`src/core/can_cmd_pkg.sv`:
```
// constants and types for the ascii service command handler
package can_cmd_pkg;
  // ascii characters
  localparam logic [7:0] CHAR_CR    = 8'h0D;
  localparam logic [7:0] CHAR_BELL  = 8'h07;
  localparam logic [7:0] CHAR_F     = 8'h46;
  localparam logic [7:0] CHAR_V     = 8'h56;
  localparam logic [7:0] CHAR_N     = 8'h4E;
  localparam logic [7:0] CHAR_R     = 8'h52;
  localparam logic [7:0] CHAR_B     = 8'h42;
  localparam logic [7:0] CHAR_T     = 8'h54;
  localparam logic [7:0] CHAR_Z     = 8'h5A;
  localparam logic [7:0] CHAR_ZERO  = 8'h30;
  localparam logic [7:0] CHAR_A_HEX = 8'h37;
  localparam logic [3:0] NIBBLE_TEN = 4'h0A;
  // error counter thresholds
  localparam logic [8:0] WARN_LIMIT    = 9'h05F;
  localparam logic [8:0] PASSIVE_LIMIT = 9'h07F;
  localparam logic [8:0] BUSOFF_LIMIT  = 9'h0FF;
  // status byte bit positions
  localparam int ST_FLAG   = 0;
  localparam int ST_RXWARN = 1;
  localparam int ST_TXWARN = 2;
  localparam int ST_RXPASS = 3;
  localparam int ST_TXPASS = 4;
  localparam int ST_BUSOFF = 5;
  localparam int ST_OVF1   = 6;
  localparam int ST_OVF0   = 7;
  // wishbone register byte addresses
  localparam logic [7:0] ADDR_CTRL   = 8'h00;
  localparam logic [7:0] ADDR_STATUS = 8'h04;
  localparam logic [7:0] ADDR_IRQ    = 8'h08;
  localparam logic [7:0] ADDR_MASK   = 8'h0C;
  localparam logic [7:0] ADDR_VER    = 8'h10;
  localparam logic [7:0] ADDR_SERIAL = 8'h14;
  // control register fields
  localparam int CTRL_OPEN = 0;
  localparam int CTRL_BOOT = 1;
  // interrupt bit positions
  localparam int IRQ_RESET  = 0;
  localparam int IRQ_BOOT   = 1;
  localparam int IRQ_BADCMD = 2;
  localparam int IRQ_TX     = 3;
  localparam int IRQ_WIDTH  = 4;
  // reply buffer, big enough for the whole bootloader banner
  localparam int REPLY_MAX = 64;
  localparam logic [5:0] LEN_ZERO = 6'h00;
  localparam logic [5:0] LEN_ONE  = 6'h01;
  localparam logic [5:0] LEN_TWO  = 6'h02;
  localparam logic [5:0] LEN_BOOT = 6'h23;
  localparam int BOOT_TEXT_LEN = 35;
  // led single flash: period and on time in ms
  localparam int FLASH_PERIOD_MS = 1000;
  localparam int FLASH_ON_MS     = 200;
  localparam int CLK_HZ          = 25000000;
  localparam int MS_CYCLES       = CLK_HZ / 1000;
  // length of an extended transmit command: T + 8 id + length digit
  localparam logic [4:0] EXT_HDR_LEN = 5'h0A;
  typedef enum logic [1:0] {
    P_IDLE  = 2'b00,
    P_LOAD  = 2'b01,
    P_SEND  = 2'b11,
    P_LOCK  = 2'b10
  } proc_state_t;
endpackage : can_cmd_pkg

```
`src/core/reply_if.sv`:
```
// reply byte stream between command core and transmitter
`timescale 1ns/10ps
interface reply_if;
  logic [7:0] data;
  logic       valid;
  logic       ready;
  logic       busy;
  modport core (output data, output valid, input ready, input busy);
  modport tx   (input data, input valid, output ready, output busy);
endinterface : reply_if

```
`src/core/can_service_cmds.sv`:
```
// ascii service command interpreter with wishbone registers
//
// Added by the designer: the Wishbone register port and the address map.
`timescale 1ns/10ps
module can_service_cmds
#(
  parameter logic [7:0]  HW_VERSION = 8'h10,
  parameter logic [7:0]  FW_VERSION = 8'h10,
  // arbitrary serial characters
  parameter logic [31:0] SERIAL_NUM = 32'h4130_3031,
  parameter int          FLASH_PERIOD_CYCLES =
                           can_cmd_pkg::FLASH_PERIOD_MS * can_cmd_pkg::MS_CYCLES,
  parameter int          FLASH_ON_CYCLES =
                           can_cmd_pkg::FLASH_ON_MS * can_cmd_pkg::MS_CYCLES
)
(
  input  wire logic        clk,
  input  wire logic        sys_rst,
  input  wire logic        clkEn,
  input  wire logic [7:0]  rxData,
  input  wire logic        rxValid,
  output logic [7:0]       txData,
  output logic             txValid,
  input  wire logic        txReady,
  input  wire logic [8:0]  rxErrCount,
  input  wire logic [8:0]  txErrCount,
  input  wire logic        warnFlag1,
  input  wire logic        warnFlag2,
  input  wire logic        rxOverflow0,
  input  wire logic        rxOverflow1,
  input  wire logic        txDone,
  input  wire logic        txOk,
  output logic             txStart,
  output logic             ctrlRestart,
  output logic             bootMode,
  output logic             redLed,
  output logic             irq,
  input  wire logic [7:0]  wb_adr_i,
  input  wire logic [31:0] wb_dat_i,
  output logic [31:0]      wb_dat_o,
  input  wire logic [3:0]  wb_sel_i,
  input  wire logic        wb_we_i,
  input  wire logic        wb_cyc_i,
  input  wire logic        wb_stb_i,
  output logic             wb_ack_o
);
  // ************************************************************
  // status byte
  // ************************************************************
  logic [7:0] canControllerStatusByte;

  always_comb
  begin
    canControllerStatusByte = 8'h00;
    canControllerStatusByte[can_cmd_pkg::ST_FLAG]   = warnFlag1 | warnFlag2;
    canControllerStatusByte[can_cmd_pkg::ST_RXWARN] =
      (rxErrCount > can_cmd_pkg::WARN_LIMIT) && (rxErrCount <= can_cmd_pkg::PASSIVE_LIMIT);
    canControllerStatusByte[can_cmd_pkg::ST_TXWARN] = txErrCount > can_cmd_pkg::WARN_LIMIT;
    canControllerStatusByte[can_cmd_pkg::ST_RXPASS] = rxErrCount > can_cmd_pkg::PASSIVE_LIMIT;
    canControllerStatusByte[can_cmd_pkg::ST_TXPASS] = txErrCount > can_cmd_pkg::PASSIVE_LIMIT;
    canControllerStatusByte[can_cmd_pkg::ST_BUSOFF] = txErrCount > can_cmd_pkg::BUSOFF_LIMIT;
    canControllerStatusByte[can_cmd_pkg::ST_OVF1]   = rxOverflow1;
    canControllerStatusByte[can_cmd_pkg::ST_OVF0]   = rxOverflow0;
  end

  function automatic logic [7:0] hexChar(input logic [3:0] n);
    hexChar = (n < can_cmd_pkg::NIBBLE_TEN) ? (can_cmd_pkg::CHAR_ZERO + {4'h0, n})
                                            : (can_cmd_pkg::CHAR_A_HEX + {4'h0, n});
  endfunction : hexChar

  // ************************************************************
  // command parser and reply buffer
  // ************************************************************
  reply_if rep ();

  logic [7:0]                reply [can_cmd_pkg::REPLY_MAX];
  logic [7:0]                next_reply [can_cmd_pkg::REPLY_MAX];
  logic [5:0]                replyLen, next_replyLen, replyIdx, next_replyIdx;
  logic [7:0]                cmdFirst, next_cmdFirst;
  logic [4:0]                cmdLen, next_cmdLen;
  logic                      cmdOver, next_cmdOver;
  can_cmd_pkg::proc_state_t  state, next_state;
  logic                      next_txStart, next_ctrlRestart, next_bootMode;
  logic                      txPending, next_txPending;
  logic                      channelOpen, evReset, evBoot, evBad, evTx;
  logic [7:0]                bootMsg [can_cmd_pkg::REPLY_MAX];
  logic [8*can_cmd_pkg::BOOT_TEXT_LEN-1:0] bootText;

  // banner and prompt in full, each line closed by a carriage return
  assign bootText = "Entering Bootloader Mode...\015Boot:>\015";

  always_comb
  begin
    bootMsg = '{default: 8'h00};
    for (int i = 0; i < can_cmd_pkg::BOOT_TEXT_LEN; i++)
    begin
      bootMsg[i] = bootText[8*can_cmd_pkg::BOOT_TEXT_LEN-1-8*i -: 8];
    end
  end

  always_comb
  begin
    next_reply       = reply;
    next_replyLen    = replyLen;
    next_replyIdx    = replyIdx;
    next_cmdFirst    = cmdFirst;
    next_cmdLen      = cmdLen;
    next_cmdOver     = cmdOver;
    next_state       = state;
    next_txStart     = 1'b0;
    next_ctrlRestart = 1'b0;
    next_bootMode    = bootMode;
    next_txPending   = txPending;
    evReset          = 1'b0;
    evBoot           = 1'b0;
    evBad            = 1'b0;
    evTx             = 1'b0;
    unique case (state)
      can_cmd_pkg::P_IDLE:
      begin
        if (txPending && txDone)
        begin
          next_txPending = 1'b0;
          evTx           = 1'b1;
          next_reply[0]  = txOk ? can_cmd_pkg::CHAR_Z : can_cmd_pkg::CHAR_BELL;
          next_reply[1]  = can_cmd_pkg::CHAR_CR;
          next_replyLen  = txOk ? can_cmd_pkg::LEN_TWO : can_cmd_pkg::LEN_ONE;
          next_replyIdx  = can_cmd_pkg::LEN_ZERO;
          next_state     = can_cmd_pkg::P_SEND;
        end
        else if (rxValid && rxData != can_cmd_pkg::CHAR_CR)
        begin
          if (cmdLen == 5'h00)
          begin
            next_cmdFirst = rxData;
          end
          if (cmdLen == 5'h1F)
          begin
            next_cmdOver = 1'b1;
          end
          else
          begin
            next_cmdLen = cmdLen + 5'h01;
          end
        end
        else if (rxValid)
        begin
          next_state = can_cmd_pkg::P_LOAD;
        end
      end
      can_cmd_pkg::P_LOAD:
      begin
        next_replyIdx = can_cmd_pkg::LEN_ZERO;
        next_cmdLen   = 5'h00;
        next_cmdOver  = 1'b0;
        next_state    = can_cmd_pkg::P_SEND;
        next_reply[0] = can_cmd_pkg::CHAR_BELL;
        next_replyLen = can_cmd_pkg::LEN_ONE;
        // anything other than these answers bell
        if (!cmdOver && cmdLen == 5'h01 && cmdFirst == can_cmd_pkg::CHAR_F)
        begin
          next_reply[0] = hexChar(canControllerStatusByte[7:4]);
          next_reply[1] = hexChar(canControllerStatusByte[3:0]);
          next_reply[2] = can_cmd_pkg::CHAR_CR;
          next_replyLen = 6'h03;
        end
        else if (!cmdOver && cmdLen == 5'h01 && cmdFirst == can_cmd_pkg::CHAR_V)
        begin
          next_reply[0] = can_cmd_pkg::CHAR_V;
          next_reply[1] = hexChar(HW_VERSION[7:4]);
          next_reply[2] = hexChar(HW_VERSION[3:0]);
          next_reply[3] = hexChar(FW_VERSION[7:4]);
          next_reply[4] = hexChar(FW_VERSION[3:0]);
          next_reply[5] = can_cmd_pkg::CHAR_CR;
          next_replyLen = 6'h06;
        end
        else if (!cmdOver && cmdLen == 5'h01 && cmdFirst == can_cmd_pkg::CHAR_N)
        begin
          next_reply[0] = can_cmd_pkg::CHAR_N;
          next_reply[1] = SERIAL_NUM[31:24];
          next_reply[2] = SERIAL_NUM[23:16];
          next_reply[3] = SERIAL_NUM[15:8];
          next_reply[4] = SERIAL_NUM[7:0];
          next_reply[5] = can_cmd_pkg::CHAR_CR;
          next_replyLen = 6'h06;
        end
        else if (!cmdOver && cmdLen == 5'h01 && cmdFirst == can_cmd_pkg::CHAR_R)
        begin
          next_ctrlRestart = 1'b1;
          evReset          = 1'b1;
          next_reply[0]    = can_cmd_pkg::CHAR_CR;
        end
        else if (!cmdOver && cmdLen == 5'h01 && cmdFirst == can_cmd_pkg::CHAR_B)
        begin
          next_bootMode = 1'b1;
          evBoot        = 1'b1;
          next_reply    = bootMsg;
          next_replyLen = can_cmd_pkg::LEN_BOOT;
        end
        else if (!cmdOver && cmdFirst == can_cmd_pkg::CHAR_T && channelOpen &&
                 cmdLen >= can_cmd_pkg::EXT_HDR_LEN && !txPending)
        begin
          // only with channel open; reply waits for outcome
          next_txStart   = 1'b1;
          next_txPending = 1'b1;
          next_replyLen  = can_cmd_pkg::LEN_ZERO;
          next_state     = can_cmd_pkg::P_IDLE;
        end
        else
        begin
          evBad = 1'b1;
        end
      end
      can_cmd_pkg::P_SEND:
      begin
        if (replyIdx == replyLen)
        begin
          // leave only once the last byte has gone out
          if (!rep.busy)
          begin
            // bootloader is left only by sys_rst
            next_state = bootMode ? can_cmd_pkg::P_LOCK : can_cmd_pkg::P_IDLE;
          end
        end
        else if (rep.ready)
        begin
          next_replyIdx = replyIdx + 6'h01;
        end
      end
      can_cmd_pkg::P_LOCK:
      begin
        next_state = can_cmd_pkg::P_LOCK;
      end
    endcase
  end

  assign rep.valid = (state == can_cmd_pkg::P_SEND) && (replyIdx != replyLen);
  assign rep.data  = reply[replyIdx];

  always_ff @(posedge clk)
  begin
    if (sys_rst)
    begin
      for (int i = 0; i < can_cmd_pkg::REPLY_MAX; i++)
      begin
        reply[i] <= 8'h00;
      end
      replyLen    <= can_cmd_pkg::LEN_ZERO;
      replyIdx    <= can_cmd_pkg::LEN_ZERO;
      cmdFirst    <= 8'h00;
      cmdLen      <= 5'h00;
      cmdOver     <= 1'b0;
      state       <= can_cmd_pkg::P_IDLE;
      txStart     <= 1'b0;
      ctrlRestart <= 1'b0;
      bootMode    <= 1'b0;
      txPending   <= 1'b0;
    end
    else if (clkEn)
    begin
      reply       <= next_reply;
      replyLen    <= next_replyLen;
      replyIdx    <= next_replyIdx;
      cmdFirst    <= next_cmdFirst;
      cmdLen      <= next_cmdLen;
      cmdOver     <= next_cmdOver;
      state       <= next_state;
      txStart     <= next_txStart;
      ctrlRestart <= next_ctrlRestart;
      bootMode    <= next_bootMode;
      txPending   <= next_txPending;
    end
  end

  reply_sender u_sender
  (
    .clk     (clk),
    .sys_rst (sys_rst),
    .clkEn   (clkEn),
    .rep     (rep.tx),
    .txData  (txData),
    .txValid (txValid),
    .txReady (txReady)
  );

  // ************************************************************
  // red indicator
  // ************************************************************
  logic [31:0] flashCount, next_flashCount;
  logic        next_redLed;

  always_comb
  begin
    next_flashCount = (flashCount >= FLASH_PERIOD_CYCLES - 1) ? 32'h0000_0000
                                                              : flashCount + 32'h0000_0001;
    next_redLed = 1'b0;
    if (canControllerStatusByte[can_cmd_pkg::ST_BUSOFF])
    begin
      next_redLed = 1'b1;
    end
    else if (canControllerStatusByte[can_cmd_pkg::ST_RXPASS] |
             canControllerStatusByte[can_cmd_pkg::ST_TXPASS])
    begin
      next_redLed = flashCount < FLASH_ON_CYCLES;
    end
  end

  always_ff @(posedge clk)
  begin
    if (sys_rst)
    begin
      flashCount <= 32'h0000_0000;
      redLed     <= 1'b0;
    end
    else if (clkEn)
    begin
      flashCount <= next_flashCount;
      redLed     <= next_redLed;
    end
  end

  // ************************************************************
  // wishbone registers and interrupt
  // ************************************************************
  logic                              ctrlOpen, next_ctrlOpen, next_ack;
  logic [can_cmd_pkg::IRQ_WIDTH-1:0] irqStatus, next_irqStatus, irqMask, next_irqMask;
  logic [31:0]                       next_datO;
  logic                              wbWrite;
  logic [3:0]                        events;

  assign channelOpen = ctrlOpen;
  assign wbWrite     = wb_cyc_i && wb_stb_i && wb_we_i && !wb_ack_o && wb_sel_i[0];
  assign events      = {evTx, evBad, evBoot, evReset};
  assign irq         = |(irqStatus & irqMask);

  always_comb
  begin
    next_ack       = wb_cyc_i && wb_stb_i && !wb_ack_o;
    next_ctrlOpen  = ctrlOpen;
    next_irqMask   = irqMask;
    next_irqStatus = irqStatus;
    next_datO      = 32'h0000_0000;
    if (wbWrite && wb_adr_i == can_cmd_pkg::ADDR_CTRL)
    begin
      next_ctrlOpen = wb_dat_i[can_cmd_pkg::CTRL_OPEN];
    end
    if (wbWrite && wb_adr_i == can_cmd_pkg::ADDR_MASK)
    begin
      next_irqMask = wb_dat_i[can_cmd_pkg::IRQ_WIDTH-1:0];
    end
    if (wbWrite && wb_adr_i == can_cmd_pkg::ADDR_IRQ)
    begin
      next_irqStatus = irqStatus & ~wb_dat_i[can_cmd_pkg::IRQ_WIDTH-1:0];
    end
    // a new event wins over a clear in the same cycle
    next_irqStatus = next_irqStatus | (clkEn ? events : 4'h0);
    unique case (wb_adr_i)
      can_cmd_pkg::ADDR_CTRL:   next_datO = {30'h0, bootMode, ctrlOpen};
      can_cmd_pkg::ADDR_STATUS: next_datO = {24'h00_0000, canControllerStatusByte};
      can_cmd_pkg::ADDR_IRQ:    next_datO = {28'h000_0000, irqStatus};
      can_cmd_pkg::ADDR_MASK:   next_datO = {28'h000_0000, irqMask};
      can_cmd_pkg::ADDR_VER:    next_datO = {16'h0000, HW_VERSION, FW_VERSION};
      can_cmd_pkg::ADDR_SERIAL: next_datO = SERIAL_NUM;
      default:                  next_datO = 32'h0000_0000;
    endcase
  end

  always_ff @(posedge clk)
  begin
    if (sys_rst)
    begin
      wb_ack_o  <= 1'b0;
      wb_dat_o  <= 32'h0000_0000;
      ctrlOpen  <= 1'b0;
      irqMask   <= 4'h0;
      irqStatus <= 4'h0;
    end
    else
    begin
      wb_ack_o  <= next_ack;
      wb_dat_o  <= next_datO;
      ctrlOpen  <= next_ctrlOpen;
      irqMask   <= next_irqMask;
      irqStatus <= next_irqStatus;
    end
  end
endmodule : can_service_cmds

```
`src/core/reply_sender.sv`:
```
// serialises one reply byte at a time onto the byte output
`timescale 1ns/10ps
module reply_sender
(
  input  wire logic    clk,
  input  wire logic    sys_rst,
  input  wire logic    clkEn,
  reply_if.tx          rep,
  output logic [7:0]   txData,
  output logic         txValid,
  input  wire logic    txReady
);
  logic [7:0] next_txData;
  logic       next_txValid;

  // stalls the core while the host side is not ready
  assign rep.ready = !txValid || txReady;
  assign rep.busy  = txValid;

  always_comb
  begin
    next_txData  = txData;
    next_txValid = txValid;
    if (txValid && txReady)
    begin
      next_txValid = 1'b0;
    end
    if (rep.valid && rep.ready)
    begin
      next_txData  = rep.data;
      next_txValid = 1'b1;
    end
  end

  always_ff @(posedge clk)
  begin
    if (sys_rst)
    begin
      txData  <= 8'h00;
      txValid <= 1'b0;
    end
    else if (clkEn)
    begin
      txData  <= next_txData;
      txValid <= next_txValid;
    end
  end
endmodule : reply_sender

```
`config.mk`:
```
export PLATFORM = sky130hd
export DESIGN_NAME = can_service_cmds
export DESIGN_NICKNAME = d
export VERILOG_FILES = /design/src/core/can_cmd_pkg.sv /design/src/core/reply_if.sv /design/src/core/can_service_cmds.sv /design/src/core/reply_sender.sv
export SDC_FILE = /design/constraint.sdc
export NUM_CORES = 1
export LEC_CHECK = 0
export BUFFER_PORTS_ARGS = -buffer_cell sky130_fd_sc_hd__buf_4
export CORE_UTILIZATION = 57
export CTS_BUF_LIST = sky130_fd_sc_hd__clkbuf_2 sky130_fd_sc_hd__clkbuf_4 sky130_fd_sc_hd__clkbuf_8
export DETAILED_ROUTE_END_ITERATION = 8
export HOLD_SLACK_MARGIN = 0.02
export PLACE_DENSITY = 0.82
export SYNTH_ARGS = -nofsm -noshare
export SYNTH_HDL_FRONTEND = slang
export SYNTH_SLANG_ARGS = --single-unit
```
`constraint.sdc`:
```
create_clock -name clk -period 2.49 [get_ports clk]
set_input_delay 0.498 -clock clk [delete_from_list [all_inputs] [get_ports clk]]
set_output_delay 0.498 -clock clk [all_outputs]
set_load 0.02 [all_outputs]
```
==> summary.txt <==
Status
  • Outcome: complete, no violations

GRT
  • Grt total ovfl: 0
  • Antenna violations before repair: 0
  • Vias in the first global route: 5,975
  • Global-route wire length before repair: 28.21 mm
  • Largest net degree at the start of global routing: 47
  • Total Routing Usage GR: 30.87%

Yosys
  • Mapped Area: 0.006528 mm2
  • Syn Inst Count: 807
  • Top-area cell type share of the netlist area: 35.58%
  • Synth unique cells: 78
  • Number of synthesized flops with an enable pin: 0
  • FFs w/ async S/R, synth: 0%
  • Avg Cell Area, Syn: 8.089 um2
  • Post-synthesis sequential area ratio: 35.58%
  • Synth area leaders: dfxtp_1 36%, nor2_1 6.0%, nand2_1 4.1%
  • Flops & latches, synth: 116
  • Yosys warns: 0
  • Most used flip-flop cell after synthesis: dfxtp_1
  • Synth area leader: dfxtp_1

Pwr
  • Share of total power in the clock network: 40.2%
  • Sw frac: 27.98%
  • P_sw: 0.001303 W
  • Comb pwr share: 16.6%
  • Power per cell area: 605.6 mW/mm2
  • VDD IR-drop max: 0.0007379 V
  • Sequential Power Share: 43.2%
  • P_int: 0.003353 W
  • P_leak: 2.972 nW

Clock tree
  • Post-CTS sizing: 0
  • CTS tree: built
  • Clock Sinks: 116
  • Post-CTS setup buffers: 0
  • Clock-pin transition on the worst setup and hold timing paths: 0.07 ns
  • # hold bufs at CTS: 0
  • Max clock buf depth: 2
  • CTS buffer count: 17
  • H-tree depth: 4
  • Clk Latency, worst-skew pair: 0.45 ns
  • Clock root buffer master: clkbuf_8

Floorplanning
  • Core Area: 0.01098 mm2
  • I/O pins: 131
  • Die area: 0.01188 mm2
  • Die width: 109.0 um
  • Starting density of the core: 59.43%
  • Row cnt: 38
  • Die height: 109.0 um

Route
  • Top layer in use: met4
  • Vias per cell: 6.213
  • Metal2 WL: 8.505 mm
  • Via count: 6,430
  • Met3 wire length: 1.531 mm
  • Routed Antenna Nets: 0
  • DRC: 0
  • Initial DRC Count: 520
  • Final WL: 17.48 mm
  • M1 WL: 7.059 mm
  • Routed WL per cell: 16.89 um
  • First-pass DRT Iterations: 6

Timing
  • Count of final hold-check violations: 0
  • Max Clock Skew: 0.007445 ns
  • Worst-Margin Slew: 0.8713 ns
  • Fin Setup TNS: 0 ns
  • Fin crit share: 90.80%
  • Max_slew headroom: 41.10%
  • Min Hold Slack: 0.2915 ns
  • Final Setup Violations: 0
  • RSZ-0062 raised after global routing: false
  • Max frequency: 442.3 MHz
  • Fin. max-slew vios: 0
  • Crit path setup slack, layout: 0.2290 ns
  • Final min period: 2.261 ns

Final layout
  • Layout cells sized above 1: 19.66%
  • ANT cells: 0
  • Area delta synth->final: 17.77%
  • Cell area after layout: 0.007687 mm2
  • Fin nets: 975

Critical path
  • Worst path cell trace: or4_1 > a311oi_1 > o221ai_1 > a21o_1 > buf_4 > nor2_1
  • Worst setup SP type: register
  • Worst EP required: 2.88 ns
  • Worst Path Max Fanout: 16
  • Worst path slowest cell: or4_1
  • CP Class: register to register
  • CP Buf/Inv Count: 1
  • Critical Path AT: 2.65 ns
  • Max incr delay on CP: 0.53 ns
  • Crit path max-delay family: compound AO/OA/AOI/OAI gates
  • Crit path capture type: register

Worst hold path
  • Worst min path class: input pin to register

Place
  • RD Place Congestion: 0.9092
  • Input/output buffers: 71
  • Post-DP HPWL: 12.49 mm
  • Cell Area, Placed: 0.007258 mm2
  • Place WS: 0.2404 ns

Job
  • Total of max-cap violations: 0
## power by group through the flow
stage	sequential (W)	clock (W)	combinational [W]
CTS	0.00201	0.00190	0.000754
global route	0.00202	0.00199	0.000831
floorplan	0.00200	0	0.000547
global placement	0.00205	0	0.000723
detailed placement	0.00205	0	0.000748
finish	0.00201	0.00187	0.000772
## state kept, by name, indices dropped and copies added (netlist names), 2 cells and up
name	flops
cmdFirst	8
wb_dat_o	10
replyLen	4
u_sender.txData	8
flashCount	32
cmdLen	5
reply	24
replyIdx	6
irqMask	4
state	2
irqStatus	4
## cell usage after synthesis (6+ instances only)
library cell,instances
and3_1,11
a211oi_1,14
and2_1,6
buf_4,22
or3_1,6
o21ai_0,22
nor2b_1,9
mux2_2,6
nor2_1,105
mux2i_1,17
inv_1,23
xor2_1,11
dfxtp_1,116
or4_1,7
a311oi_1,6
nand2_1,72
clkbuf_1,39
nor3_1,23
nand2b_1,11
a31oi_1,11
ha_1,9
a22oi_1,12
buf_2,6
a21oi_1,47
nand3_1,33
buf_1,7
xnor2_1,28
nor4_1,12
nand4_1,12
## worst register-to-register path: stages (launching register included)
cell	delay [ns]
dfxtp_1	0.36
or4_1	0.53
a311oi_1	0.33
o221ai_1	0.21
a21o_1	0.41
buf_4	0.25
nor2_1	0.11
## area by class of cell
cell class,count,area [um2]
fillers,870,3296
flip-flops and latches,116,2322
well taps,140,175.2
repair buffers,115,875.8
inverters,23,86.33
clock buffers,23,304.0
clock inverters,9,125.1
multi-input cells,609,3799
## cell usage in the layout (no fill, tap or decap), types with 5 or more instances in the layout
cell and instances:
nand3_1 33, xor2_1 11, and3_1 11, o211ai_1 5, nand4_1 12, or3_1 6, nand2_1 72, nor4_1 12
a21o_1 5, ha_1 9, mux2i_1 17, nor2b_1 9, buf_4 114, a21oi_1 47, nor3b_1 5, xnor2_1 28
a211oi_1 14, clkbuf_8 21, a31oi_1 11, nand3b_1 5, nor3_1 23, a22oi_1 12, o21ai_0 22, nand2b_1 11
conb_1 18, dfxtp_1 116, or4_1 7, inv_1 23, a311oi_1 5, and2_1 6, nor2_1 105, mux2_2 6
## routing by layer
layer | track usage (%) | vias up
met3 | 9.444 | 39
met1 | 36.60 | 3044
met5 | 0 | -
met4 | 12.07 | 0
met2 | 51.93 | 321
li1 | - | 3026
## kinds of logic after synthesis
logic type / synth area share [%]
compound gates: 18.63
xor+xnor: 5.233
fa+ha+maj: 1.725
buf+inv: 7.303
flops: 35.58
mux: 4.332
other cells: 0.05745
simple gates: 27.14
## final timing paths
path / from / depth (start not counted) / to / slack (ns)
worst max-delay path: flashCount[7]$_SDFFE_PP0P_ / 6 / flashCount[2]$_SDFFE_PP0P_ / 0.23
worst min-delay path: rxData[0] / 3 / cmdFirst[0]$_SDFFE_PP0P_ / 0.29
worst max register to register: flashCount[7]$_SDFFE_PP0P_ / 6 / flashCount[2]$_SDFFE_PP0P_ / 0.23
worst min register to register: reply[509]$_SDFFE_PP0P_ / 2 / reply[509]$_SDFFE_PP0P_ / 0.47
## stage by stage
stage	util [%]	std cells	power [W]
finish	69.99	1035	0.004655
global placement	66.09	1003	0.002768
detailed placement	66.09	1003	0.002797
CTS	69.99	1035	0.004664
global route	69.99	1035	0.004842
floorplan	-	824	0.002551
Power figures use the tool's default switching activity.
